**config.mk**
```make
export PLATFORM = sky130hd
export DESIGN_NAME = imt_regs
export DESIGN_NICKNAME = d
export VERILOG_FILES = /design/src/hw/imt_pkg.sv /design/src/hw/imt_pin_filter.sv /design/src/hw/imt_regs.sv
export VERILOG_INCLUDE_DIRS = /design/src /design/src/hw
export SDC_FILE = /design/constraint.sdc
export NUM_CORES = 1
export LEC_CHECK = 0
export ABC_CLOCK_PERIOD_IN_PS = 5300
export BUFFER_PORTS_ARGS = -buffer_cell sky130_fd_sc_hd__buf_2
export CAP_MARGIN = 20
export CORE_MARGIN = 3
export CORE_UTILIZATION = 40
export DETAILED_ROUTE_END_ITERATION = 6
export SYNTH_ARGS = -nofsm -noshare
export SYNTH_HDL_FRONTEND = slang
export SYNTH_SLANG_ARGS = --single-unit
```
**constraint.sdc**
```tcl
create_clock -name mclk -period 5.3 [get_ports mclk]
set_input_delay 1.06 -clock mclk [delete_from_list [all_inputs] [get_ports mclk]]
set_output_delay 1.06 -clock mclk [all_outputs]
set_load 0.02 [all_outputs]
```
**src/hw/imt_consts.svh**
```systemverilog
`ifndef IMT_CONSTS_SVH
`define IMT_CONSTS_SVH

// Register offsets
`define IMT_OFS_INT_MODE    7'h0A
`define IMT_OFS_MODE_CTL    7'h0B
`define IMT_OFS_AMP_CFG     7'h0C
`define IMT_OFS_UP_LO       7'h16
`define IMT_OFS_UP_HI       7'h17
`define IMT_OFS_LO_LO       7'h18
`define IMT_OFS_LO_HI       7'h19
`define IMT_OFS_STATUS      7'h20

// Reset values
`define IMT_RST_MODE_CTL    8'h01
`define IMT_RST_AMP_CFG     8'h00
`define IMT_RST_INT_MODE    8'h00
`define IMT_RST_THRESH      8'h00

// Field positions
`define IMT_MODE_LSB        0
`define IMT_MODE_MSB        1
`define IMT_OVERRIDE_BIT    0
`define IMT_STAT_ABOVE_BIT  3
`define IMT_STAT_WIN_BIT    2

// Values with a side effect
`define IMT_FLAG_CLEAR_VAL  8'h00

// Serial port framing
`define IMT_SPI_LAST_BIT    3'h7
`define IMT_SPI_READ_BIT    7

`endif

```
**src/hw/imt_pkg.sv**
```systemverilog
package imt_pkg;

  typedef enum logic [1:0] {
    IMT_MODE_ACTIVE   = 2'b00,
    IMT_MODE_SLEEP    = 2'b01,
    IMT_MODE_SHUTDOWN = 2'b10,
    IMT_MODE_RESERVED = 2'b11
  } imt_functional_mode_select_t;

  typedef enum logic [1:0] {
    IMT_SPI_IDLE = 2'b00,
    IMT_SPI_CMD  = 2'b01,
    IMT_SPI_DATA = 2'b10,
    IMT_SPI_DONE = 2'b11
  } imt_spi_state_t;

endpackage

```
**src/hw/imt_pin_filter.sv**
```systemverilog
`timescale 1ns/100ps
module imt_pin_filter
  import imt_pkg::*;
#(
  parameter logic RESET_VAL = 1'b0
) (
  // Clock and control
  input  wire logic mclk,
  input  wire logic rst_n,
  input  wire logic ce,
  // Pin and filtered level
  input  wire logic pin_in,
  output logic      filt
);

  logic [2:0] stage;
  logic [2:0] next_stage;
  logic       next_filt;

  // Only the later two stages are compared; the first one may be metastable
  always_comb begin
    next_stage = {stage[1:0], pin_in};
    next_filt  = (stage[2] == stage[1]) ? stage[2] : filt;
  end

  always_ff @(posedge mclk or negedge rst_n) begin
    if (!rst_n) begin
      stage <= {3{RESET_VAL}};
      filt  <= RESET_VAL;
    end else if (ce) begin
      stage <= next_stage;
      filt  <= next_filt;
    end
  end

endmodule

```
**src/hw/imt_regs.sv**
```systemverilog
`timescale 1ns/100ps
`include "imt_consts.svh"

//////////////////////////////////////////////////////////////////////////////
// Operation
// - Mode field: 00 active, 01 sleep after reset, 10 shutdown, 11 reserved.
// - Entering shutdown discards all configuration back to reset values.
// - Override clear converts only when regulated; set converts regardless.
// - Upper limit is high byte at 0x17 times 256 plus low byte 0x16.
// - Active-low above-limit flag asserts when a result exceeds upper limit.
// - Upper low byte is buffered, applied only when high byte written.
// - Mode and threshold writes are accepted and applied during active mode.
// - Above-limit flag latches low; cleared by writing 0x00 to 0x0A.
// - Lower limit from 0x19 and buffered 0x18; below sets window state.
module imt_regs
  import imt_pkg::*;
(
  // Clock, reset, enable
  input  wire logic        mclk,
  input  wire logic        nrst,
  input  wire logic        ce,
  // Serial register port
  input  wire logic        spi_csn,
  input  wire logic        spi_sclk,
  input  wire logic        spi_sdi,
  output logic             spi_sdo,
  output logic             spi_sdo_oe,
  // Analog core interface
  input  wire logic        shutdown_permit,
  input  wire logic        amplitude_regulated,
  input  wire logic [15:0] conv_result,
  input  wire logic        conv_valid,
  // Status and control outputs
  output logic [1:0]       functional_mode_select,
  output logic             conversion_enable,
  output logic             inductance_above_limit_n,
  output logic             inductance_window_state
);

  //////////////////////////////////////////////////////////////////////////////
  // Reset release and pin filtering

  logic rst_meta_n;
  logic rst_n;

  always_ff @(posedge mclk or negedge nrst) begin
    if (!nrst) begin
      rst_meta_n <= 1'b0;
      rst_n      <= 1'b0;
    end else begin
      rst_meta_n <= 1'b1;
      rst_n      <= rst_meta_n;
    end
  end

  logic csn_f;
  logic sclk_f;
  logic sdi_f;
  logic reg_f;

  imt_pin_filter #(.RESET_VAL(1'b1)) u_csn  (.mclk(mclk), .rst_n(rst_n), .ce(ce), .pin_in(spi_csn),  .filt(csn_f));
  imt_pin_filter #(.RESET_VAL(1'b0)) u_sclk (.mclk(mclk), .rst_n(rst_n), .ce(ce), .pin_in(spi_sclk), .filt(sclk_f));
  imt_pin_filter #(.RESET_VAL(1'b0)) u_sdi  (.mclk(mclk), .rst_n(rst_n), .ce(ce), .pin_in(spi_sdi),  .filt(sdi_f));
  imt_pin_filter #(.RESET_VAL(1'b0)) u_reg  (.mclk(mclk), .rst_n(rst_n), .ce(ce), .pin_in(amplitude_regulated),
                                             .filt(reg_f));

  function automatic logic [15:0] join_limit(input logic [7:0] hi, input logic [7:0] lo);
    join_limit = {hi, lo};
  endfunction

  //////////////////////////////////////////////////////////////////////////////
  // Register state declarations

  logic [7:0]  mode_ctl;
  logic [7:0]  amp_cfg;
  logic [7:0]  int_mode;
  logic [7:0]  up_lo_shadow;
  logic [7:0]  up_lo;
  logic [7:0]  up_hi;
  logic [7:0]  lo_lo_shadow;
  logic [7:0]  lo_lo;
  logic [7:0]  lo_hi;
  logic        above_n;
  logic        window;
  logic [7:0]  rd_data;

  //////////////////////////////////////////////////////////////////////////////
  // Serial slave: command byte (bit 7 read, 6:0 address), then one data byte

  imt_spi_state_t spi_state;
  imt_spi_state_t next_spi_state;
  logic [2:0]     bit_cnt;
  logic [2:0]     next_bit_cnt;
  logic [6:0]     shift_in;
  logic [6:0]     next_shift_in;
  logic [7:0]     shift_out;
  logic [7:0]     next_shift_out;
  logic           is_read;
  logic           next_is_read;
  logic [6:0]     addr;
  logic [6:0]     next_addr;
  logic           sclk_q;
  logic           wr_stb;
  logic           next_wr_stb;
  logic [7:0]     wr_data;
  logic [7:0]     next_wr_data;
  logic           next_sdo;
  logic           next_sdo_oe;
  logic           sclk_rise;
  logic           sclk_fall;

  assign sclk_rise = sclk_f & ~sclk_q;
  assign sclk_fall = ~sclk_f & sclk_q;

  always_comb begin
    next_spi_state = spi_state;
    next_bit_cnt   = bit_cnt;
    next_shift_in  = shift_in;
    next_shift_out = shift_out;
    next_is_read   = is_read;
    next_addr      = addr;
    next_wr_stb    = 1'b0;
    next_wr_data   = wr_data;
    next_sdo       = spi_sdo;
    next_sdo_oe    = ~csn_f;
    if (csn_f) begin
      next_spi_state = IMT_SPI_IDLE;
      next_bit_cnt   = 3'h0;
      next_sdo       = 1'b0;
    end else begin
      case (spi_state)
        IMT_SPI_IDLE: begin
          next_spi_state = IMT_SPI_CMD;
          next_bit_cnt   = 3'h0;
        end
        IMT_SPI_CMD: begin
          if (sclk_rise) begin
            next_shift_in = {shift_in[5:0], sdi_f};
            next_bit_cnt  = bit_cnt + 3'h1;
            if (bit_cnt == `IMT_SPI_LAST_BIT) begin
              next_is_read   = shift_in[6];
              next_addr      = {shift_in[5:0], sdi_f};
              next_spi_state = IMT_SPI_DATA;
            end
          end
        end
        IMT_SPI_DATA: begin
          // Read data is captured one cycle after the command completes
          if (bit_cnt == 3'h0 && !sclk_rise && !sclk_fall && sclk_f) begin
            next_shift_out = rd_data;
          end
          if (sclk_fall) begin
            next_sdo       = shift_out[7];
            next_shift_out = {shift_out[6:0], 1'b0};
          end
          if (sclk_rise) begin
            next_shift_in = {shift_in[5:0], sdi_f};
            next_bit_cnt  = bit_cnt + 3'h1;
            if (bit_cnt == `IMT_SPI_LAST_BIT) begin
              next_wr_stb    = ~is_read;
              next_wr_data   = {shift_in, sdi_f};
              next_spi_state = IMT_SPI_DONE;
            end
          end
        end
        IMT_SPI_DONE: begin
          if (sclk_fall) begin
            next_sdo = 1'b0;
          end
        end
        default: begin
          next_spi_state = IMT_SPI_IDLE;
        end
      endcase
    end
  end

  always_ff @(posedge mclk or negedge rst_n) begin
    if (!rst_n) begin
      spi_state  <= IMT_SPI_IDLE;
      bit_cnt    <= 3'h0;
      shift_in   <= 7'h00;
      shift_out  <= 8'h00;
      is_read    <= 1'b0;
      addr       <= 7'h00;
      sclk_q     <= 1'b0;
      wr_stb     <= 1'b0;
      wr_data    <= 8'h00;
      spi_sdo    <= 1'b0;
      spi_sdo_oe <= 1'b0;
    end else if (ce) begin
      spi_state  <= next_spi_state;
      bit_cnt    <= next_bit_cnt;
      shift_in   <= next_shift_in;
      shift_out  <= next_shift_out;
      is_read    <= next_is_read;
      addr       <= next_addr;
      sclk_q     <= sclk_f;
      wr_stb     <= next_wr_stb;
      wr_data    <= next_wr_data;
      spi_sdo    <= next_sdo;
      spi_sdo_oe <= next_sdo_oe;
    end
  end

  //////////////////////////////////////////////////////////////////////////////
  // Register file, thresholds and comparison flags

  logic [7:0]     next_mode_ctl;
  logic [7:0]     next_amp_cfg;
  logic [7:0]     next_int_mode;
  logic [7:0]     next_up_lo_shadow;
  logic [7:0]     next_up_lo;
  logic [7:0]     next_up_hi;
  logic [7:0]     next_lo_lo_shadow;
  logic [7:0]     next_lo_lo;
  logic [7:0]     next_lo_hi;
  logic           next_above_n;
  logic           next_window;
  logic [1:0]     next_functional_mode_select;
  logic           next_conv_en;
  imt_functional_mode_select_t cur_mode;
  logic [1:0]     wr_mode;
  logic           conv_take;

  assign cur_mode  = imt_functional_mode_select_t'(mode_ctl[`IMT_MODE_MSB:`IMT_MODE_LSB]);
  assign wr_mode   = wr_data[`IMT_MODE_MSB:`IMT_MODE_LSB];
  assign conv_take = conv_valid && (cur_mode == IMT_MODE_ACTIVE) && conversion_enable;

  always_comb begin
    rd_data = 8'h00;
    case (addr)
      `IMT_OFS_INT_MODE: rd_data = int_mode;
      `IMT_OFS_MODE_CTL: rd_data = mode_ctl;
      `IMT_OFS_AMP_CFG:  rd_data = amp_cfg;
      `IMT_OFS_UP_LO:    rd_data = up_lo_shadow;
      `IMT_OFS_UP_HI:    rd_data = up_hi;
      `IMT_OFS_LO_LO:    rd_data = lo_lo_shadow;
      `IMT_OFS_LO_HI:    rd_data = lo_hi;
      `IMT_OFS_STATUS: begin
        rd_data[`IMT_STAT_ABOVE_BIT] = above_n;
        rd_data[`IMT_STAT_WIN_BIT]   = window;
      end
      default: rd_data = 8'h00;
    endcase
  end

  always_comb begin
    next_mode_ctl     = mode_ctl;
    next_amp_cfg      = amp_cfg;
    next_int_mode     = int_mode;
    next_up_lo_shadow = up_lo_shadow;
    next_up_lo        = up_lo;
    next_up_hi        = up_hi;
    next_lo_lo_shadow = lo_lo_shadow;
    next_lo_lo        = lo_lo;
    next_lo_hi        = lo_hi;
    next_above_n      = above_n;
    next_window       = window;
    // Writes land in any mode, including active
    if (wr_stb) begin
      case (addr)
        `IMT_OFS_INT_MODE: begin
          next_int_mode = wr_data;
          if (wr_data == `IMT_FLAG_CLEAR_VAL) begin
            next_above_n = 1'b1;
          end
        end
        `IMT_OFS_MODE_CTL: begin
          if (wr_mode == IMT_MODE_SHUTDOWN) begin
            // Without permission the shutdown request is dropped
            if (shutdown_permit) begin
              next_mode_ctl     = {6'h00, wr_mode};
              next_amp_cfg      = `IMT_RST_AMP_CFG;
              next_int_mode     = `IMT_RST_INT_MODE;
              next_up_lo_shadow = `IMT_RST_THRESH;
              next_up_lo        = `IMT_RST_THRESH;
              next_up_hi        = `IMT_RST_THRESH;
              next_lo_lo_shadow = `IMT_RST_THRESH;
              next_lo_lo        = `IMT_RST_THRESH;
              next_lo_hi        = `IMT_RST_THRESH;
              next_above_n      = 1'b1;
              next_window       = 1'b0;
            end
          end else if (wr_mode != IMT_MODE_RESERVED) begin
            next_mode_ctl = wr_data;
          end
        end
        `IMT_OFS_AMP_CFG: next_amp_cfg = wr_data;
        `IMT_OFS_UP_LO:   next_up_lo_shadow = wr_data;
        `IMT_OFS_UP_HI: begin
          next_up_hi = wr_data;
          next_up_lo = up_lo_shadow;
        end
        `IMT_OFS_LO_LO:   next_lo_lo_shadow = wr_data;
        `IMT_OFS_LO_HI: begin
          next_lo_hi = wr_data;
          next_lo_lo = lo_lo_shadow;
        end
        default: begin
        end
      endcase
    end
    // A result in the clear cycle still sets the flag
    if (conv_take) begin
      if (conv_result > join_limit(up_hi, up_lo)) begin
        next_above_n = 1'b0;
        next_window  = 1'b0;
      end else if (conv_result < join_limit(lo_hi, lo_lo)) begin
        next_window = 1'b1;
      end
    end
    next_functional_mode_select = next_mode_ctl[`IMT_MODE_MSB:`IMT_MODE_LSB];
    next_conv_en   = (next_functional_mode_select == IMT_MODE_ACTIVE) &&
                     (reg_f || next_amp_cfg[`IMT_OVERRIDE_BIT]);
  end

  always_ff @(posedge mclk or negedge rst_n) begin
    if (!rst_n) begin
      mode_ctl                 <= `IMT_RST_MODE_CTL;
      amp_cfg                  <= `IMT_RST_AMP_CFG;
      int_mode                 <= `IMT_RST_INT_MODE;
      up_lo_shadow             <= `IMT_RST_THRESH;
      up_lo                    <= `IMT_RST_THRESH;
      up_hi                    <= `IMT_RST_THRESH;
      lo_lo_shadow             <= `IMT_RST_THRESH;
      lo_lo                    <= `IMT_RST_THRESH;
      lo_hi                    <= `IMT_RST_THRESH;
      above_n                  <= 1'b1;
      window                   <= 1'b0;
      functional_mode_select   <= IMT_MODE_SLEEP;
      conversion_enable        <= 1'b0;
      inductance_above_limit_n <= 1'b1;
      inductance_window_state  <= 1'b0;
    end else if (ce) begin
      mode_ctl                 <= next_mode_ctl;
      amp_cfg                  <= next_amp_cfg;
      int_mode                 <= next_int_mode;
      up_lo_shadow             <= next_up_lo_shadow;
      up_lo                    <= next_up_lo;
      up_hi                    <= next_up_hi;
      lo_lo_shadow             <= next_lo_lo_shadow;
      lo_lo                    <= next_lo_lo;
      lo_hi                    <= next_lo_hi;
      above_n                  <= next_above_n;
      window                   <= next_window;
      functional_mode_select   <= next_functional_mode_select;
      conversion_enable        <= next_conv_en;
      inductance_above_limit_n <= next_above_n;
      inductance_window_state  <= next_window;
    end
  end

endmodule

```
# [After elaboration in Yosys (flattened, before gate mapping)]
# Cells that the tools add are included.
[op_classes] n_eq_ne=28 bitwise_logic=6 addsub=1 n_reduce_logical=44 n_lt_le_gt_ge=2 muxes=54
[op_table] operator="8-bit case mux with 2 select lines" n=8
[op_table] operator="8-bit two-way mux" n=9
[op_table] operator="5-bit AND reduction" n=9
[op_table] operator="7-bit by 5-bit equality test with 1-bit output, second input constant" n=4
[op_table] operator="4-bit case mux with 7 select lines" n=1
[op_table] operator="7-bit by 4-bit equality test with 1-bit output, second input constant" n=3
[op_table] operator="1-bit two-way mux" n=21
[op_table] operator="3-bit by 2-bit != test with 1-bit output, second input constant" n=6
[op_table] operator="16-bit > comparator" n=1
[op_table] operator="16-bit < comparator" n=1
[op_table] operator="2-bit case mux with 8 select lines" n=1
[op_table] operator="2-bit nonzero test" n=8
[op_table] operator="2-bit two-way mux" n=7
[op_table] operator="2-bit case mux with 7 select lines" n=1
[op_table] operator="4-bit AND reduction" n=3
[op_table] operator="8-bit zero test" n=1
[op_table] operator="2-bit != test, second input constant" n=4
[op_table] operator="2-bit AND reduction" n=4
[op_table] operator="7-bit by 6-bit equality test with 1-bit output, second input constant" n=1
[op_table] operator="2-bit equality test, second input constant" n=3
[op_table] operator="1-bit logical AND" n=6
[op_table] operator="2-bit zero test" n=3
[op_table] operator="3-bit two-way mux" n=2
[op_table] operator="2-bit case mux with 3 select lines" n=1
[op_table] operator="17 further kinds" n=27
[totals] output_inout_bits=7 register_bits=133

# [Logic depth before layout (Yosys ltp)]
[logic_depth] ltp_word=8 mapped_depth=8 depth_no_buf=7

# [Modules after synthesis]
# A second synthesis with hierarchy kept.
[unflattened] hier_cells=684 area_unflattened_um2=6984.2
[modules_own_cells] mod="imt_regs" seq_area_each_um2=2930.3 cells_per_inst=644 area_each_um2=6353.6 instances=1
[modules_own_cells] mod="imt_pin_filter at u_reg ..." seq_area_each_um2=100.1 cells_per_inst=10 area_each_um2=156.4 instances=3
[modules_own_cells] mod="imt_pin_filter at u_csn" seq_area_each_um2=105.1 cells_per_inst=10 area_each_um2=161.4 instances=1

# [Worst setup path after synthesis]
# OpenSTA, ideal clock, no wires.
[synth_timing] path_type="input -> register" start="input port ce" end="register up_hi[3]" path_slack_ps=2914 cell_stages=6 arrival_time_ps=2265 t_required_ps=5179 setup_time_ps=121 cell_sequence="buf_2 nand2_1 nor3_2 a21oi_2 buf_2 a22o_1"
[synth_between] elab_chain_len=1
[synth_lines] item="from (decl)" line="imt_regs.sv:21" source="input wire logic ce,"
[synth_lines] item="5-bit AND reduction (no line)"
[synth_lines] item="to (signal assigned)" line="imt_regs.sv:325" source="up_hi <= `IMT_RST_THRESH;"
[synth_lines] item="to (signal assigned)" line="imt_regs.sv:341" source="up_hi <= next_up_hi;"
[synth_lines] item="to (decl)" line="imt_regs.sv:79" source="logic [7:0] up_hi;"
# Every way passes these cells.
# A chain may end at the register's enable or synchronous reset.

# [Final worst setup path]
[layout_timing] start="input port ce" end="register up_lo[0]"
[layout_between] elab_chain_len=1
[layout_lines] item="5-bit AND reduction (no line)"
[layout_lines] item="to (signal assigned)" line="imt_regs.sv:324" source="up_lo <= `IMT_RST_THRESH;"
[layout_lines] item="to (signal assigned)" line="imt_regs.sv:340" source="up_lo <= next_up_lo;"
[layout_lines] item="to (decl)" line="imt_regs.sv:78" source="logic [7:0] up_lo;"
# Every way passes these cells.

==> impl_metrics.toml <==
[power_and_ir_drop]
p_leak_nw = 3.44
power_frac_seq_pct = 44.3
p_int_w = 0.00201
p_sw_share_pct = 26.5
combPwrFrac_pct = 13.4
p_switching_w = 0.000725
ir_worst_vdd_mv = 0.188
p_clk_share_pct = 42.4
power_density_nw_per_um2 = 347

[cts]
clk_pin_slew_ps = 60
insertion_delay_ps = 410
cts_hold_buf = 0
cts-resized-gates = 0
numClockSinks = 133
cts_tree = "done"
cts_setup_buffers = 0
h-tree-depth = 4
max-clock-path-buffers = 2
root_buffer = "clkbuf_16"
cts_buffers = 17

[sta]
finalCritPeriodShare_pct = 59.9
rsz0062_at_grt = "no"
finalHoldViolations = 0
max_freq_mhz = 315
setup-violations-final = 0
final.setup_skew_ps = 6.64
worst_pin_slew_ps = 1010
fin_setup_tns_ps = 0
max_slew_margin_pct = 32.4
layout_min_cycle_time_ps = 3180
hold_ws_ps = 201
slew_violations = 0

[synthesis]
synth_edf_count = 0
ys_seq_area_share_pct = 47.9
synthArstFlopShare_pct = 100
syn-cell-area_um2 = 6960
synthCells = 663
synth_nets = 727
ys_ff_latch = 133
synth_area_leader_cell = "dfrtp_1"
synth_cell_types = 69
yosys_warnings = 0
syn_area_per_cell_um2 = 10.5
yosysTopAreaCellShare_pct = 45.7
synthFlopType = "dfrtp_1"
yosys-top-cells-area = "dfrtp_1, ha_1, mux2_2"

[floorplanning]
die_w_um = 138
die_area_um2 = 19000
start_util_pct = 41.4
num_rows = 47
io_pins = 32
die_y_um = 138
core_um2 = 16800

[route]
vias = 5256
drt_wl_total_mm = 18.5
firstDrtPassIters = 5
drtIter0Drc = 436
viasPerCell = 5.76
post_drt_wl_per_cell_um = 20.3
drc = 0
drt.antenna.violating_nets = 0

[cells_and_area]
mostFrequentLayoutCells = "dfrtp_1, inv_1, nand2_1"
final_common_cell = "dfrtp_1"
antennaDiodeCount = 0
layout-drive-gt1-share_pct = 18.5
seqCellArea_um2 = 3340
multi_input_area_um2 = 3250
fillers = 1583
fin_nets = 744
synthToLayoutAreaGrowth_pct = 12.9

[place]
hpwlAfterDp_mm = 13.4
gp_congestion = 0.925
io_buffers = 31

[global_route]
track_usage_pct = 20.7
first_global_vias = 5267
antenna_found_initial = 0
grt_pass1_wl_mm = 29.7
grt_start_max_net_pins = 82
gr-total-overflow = 0

[setup_path]
cp_num_buf_inv = 1
critPathKind = "primary input to register"
cp.required_ps = 5590
slowest_stage = "nor3_2"
crit_family = "simple AND/OR/NAND/NOR gates"
critPathArrivalTime_ps = 3470
crit_path_max_fanout = 37
slowest_delay_ps = 910
endpoint_kind = "register"
path_cells = "buf_2 > nand2_1 > nor3_2 > a21oi_2 > a22o_1"
cp-start-kind = "primary input"

[status]
status = "complete, no violations"

[hold_path]
holdCritPathClass = "register to async pin"

[flow_run]
max_cap_violations = 0
-- metrics by stage --
step / std cells / instance area [um^2] / setup WS, ps / total power (W) / utilization (%)
floorplan: 663 / 6960 / 1330 / 0.00148 / -
global placement: 880 / 7240 / 1800 / 0.00157 / 43.0
detailed placement: 880 / 7240 / 1700 / 0.00159 / 43.0
CTS: 912 / 7840 / 2130 / 0.00276 / 46.6
global route: 913 / 7860 / 1860 / 0.00287 / 46.7
finish: 913 / 7860 / 2120 / 0.00273 / 46.7
-- flip-flops by register name (all words and copies together), names as in the netlist, 7 cells and up --
name and cells:
amp_cfg 8, int_mode 8, lo_hi 8, lo_lo 8, lo_lo_shadow 8, mode_ctl 8
shift_out 8, up_hi 8, up_lo 8, up_lo_shadow 8, wr_data 8, addr 7
shift_in 7
-- cell families after synthesis --
family	share of synthesized area [%]
flip-flops	47.9
AND/OR/NAND/NOR	13.1
other	0.0539
buffers and inverters	5.45
multiplexers	7.67
adder cells (fa/ha/maj)	7.01
AO/OA/AOI/OAI	18.8
-- layer usage --
metal / wire length (um) / up-vias / global-route usage, % / share of wire [%]
met4: 432 / 0 / 7.19 / 2.3
met1: 8250 / 2587 / 28.6 / 44
li1: - / 2462 / - / -
met3: 1160 / 32 / 4.50 / 6.2
met2: 8710 / 175 / 32.4 / 47
met5: 0 / - / 0 / 0
-- final cells by class --
cell class,count,area share [%]
multi-input combinational,440,41.3
sequential,133,42.5
tap,220,3.50
clock inverter,11,1.61
inverter,53,2.53
clock buffer,21,5.98
timing repair buffer,35,2.61
-- final timing paths --
| path | startpoint | to | slack [ps] | cells past startpoint |
|---|---|---|---|---|
| max | ce | up_lo[0] | 2120 | 5 |
| min | rst_n | shift_in[3] | 200 | 0 |
| max reg2reg | addr[4] | mode_ctl[2] | 2410 | 5 |
| min reg2reg | rst_n | shift_in[3] | 200 | 0 |
| max in group asynchronous | rst_n | up_hi[0] | 4200 | 1 |
| min in group mclk | rst_meta_n | rst_n | 350 | 0 |
-- cell usage after synthesis (10+ instances only) --
cell,number
a21oi_1,30
a22o_1,48
buf_2,12
clkbuf_1,11
dfrtp_1,127
ha_1,39
inv_1,53
mux2_2,43
nand2_1,50
nand2b_1,10
nand3_1,24
nand4_1,10
nor2_1,23
nor2b_1,10
o21ai_0,38
-- power by group through the flow --
stage | sequential (W) | combinational [W] | clock (W)
4_1_cts | 0.00122 | 0.000356 | 0.00118
3_3_place_gp | 0.00123 | 0.000341 | 0
3_5_place_dp | 0.00124 | 0.000354 | 0
5_1_grt | 0.00123 | 0.000414 | 0.00123
2_1_floorplan | 0.00122 | 0.000258 | 0
6_report | 0.00121 | 0.000365 | 0.00116
-- worst register-to-register path, cell delays in order (launching register included) --
cell	delay, ps
dfrtp_1	460
nor3b_2	810
and2_1	540
nand3_2	250
a21oi_4	330
mux2_2	380
No activity file was read; power rests on OpenSTA's default activity.
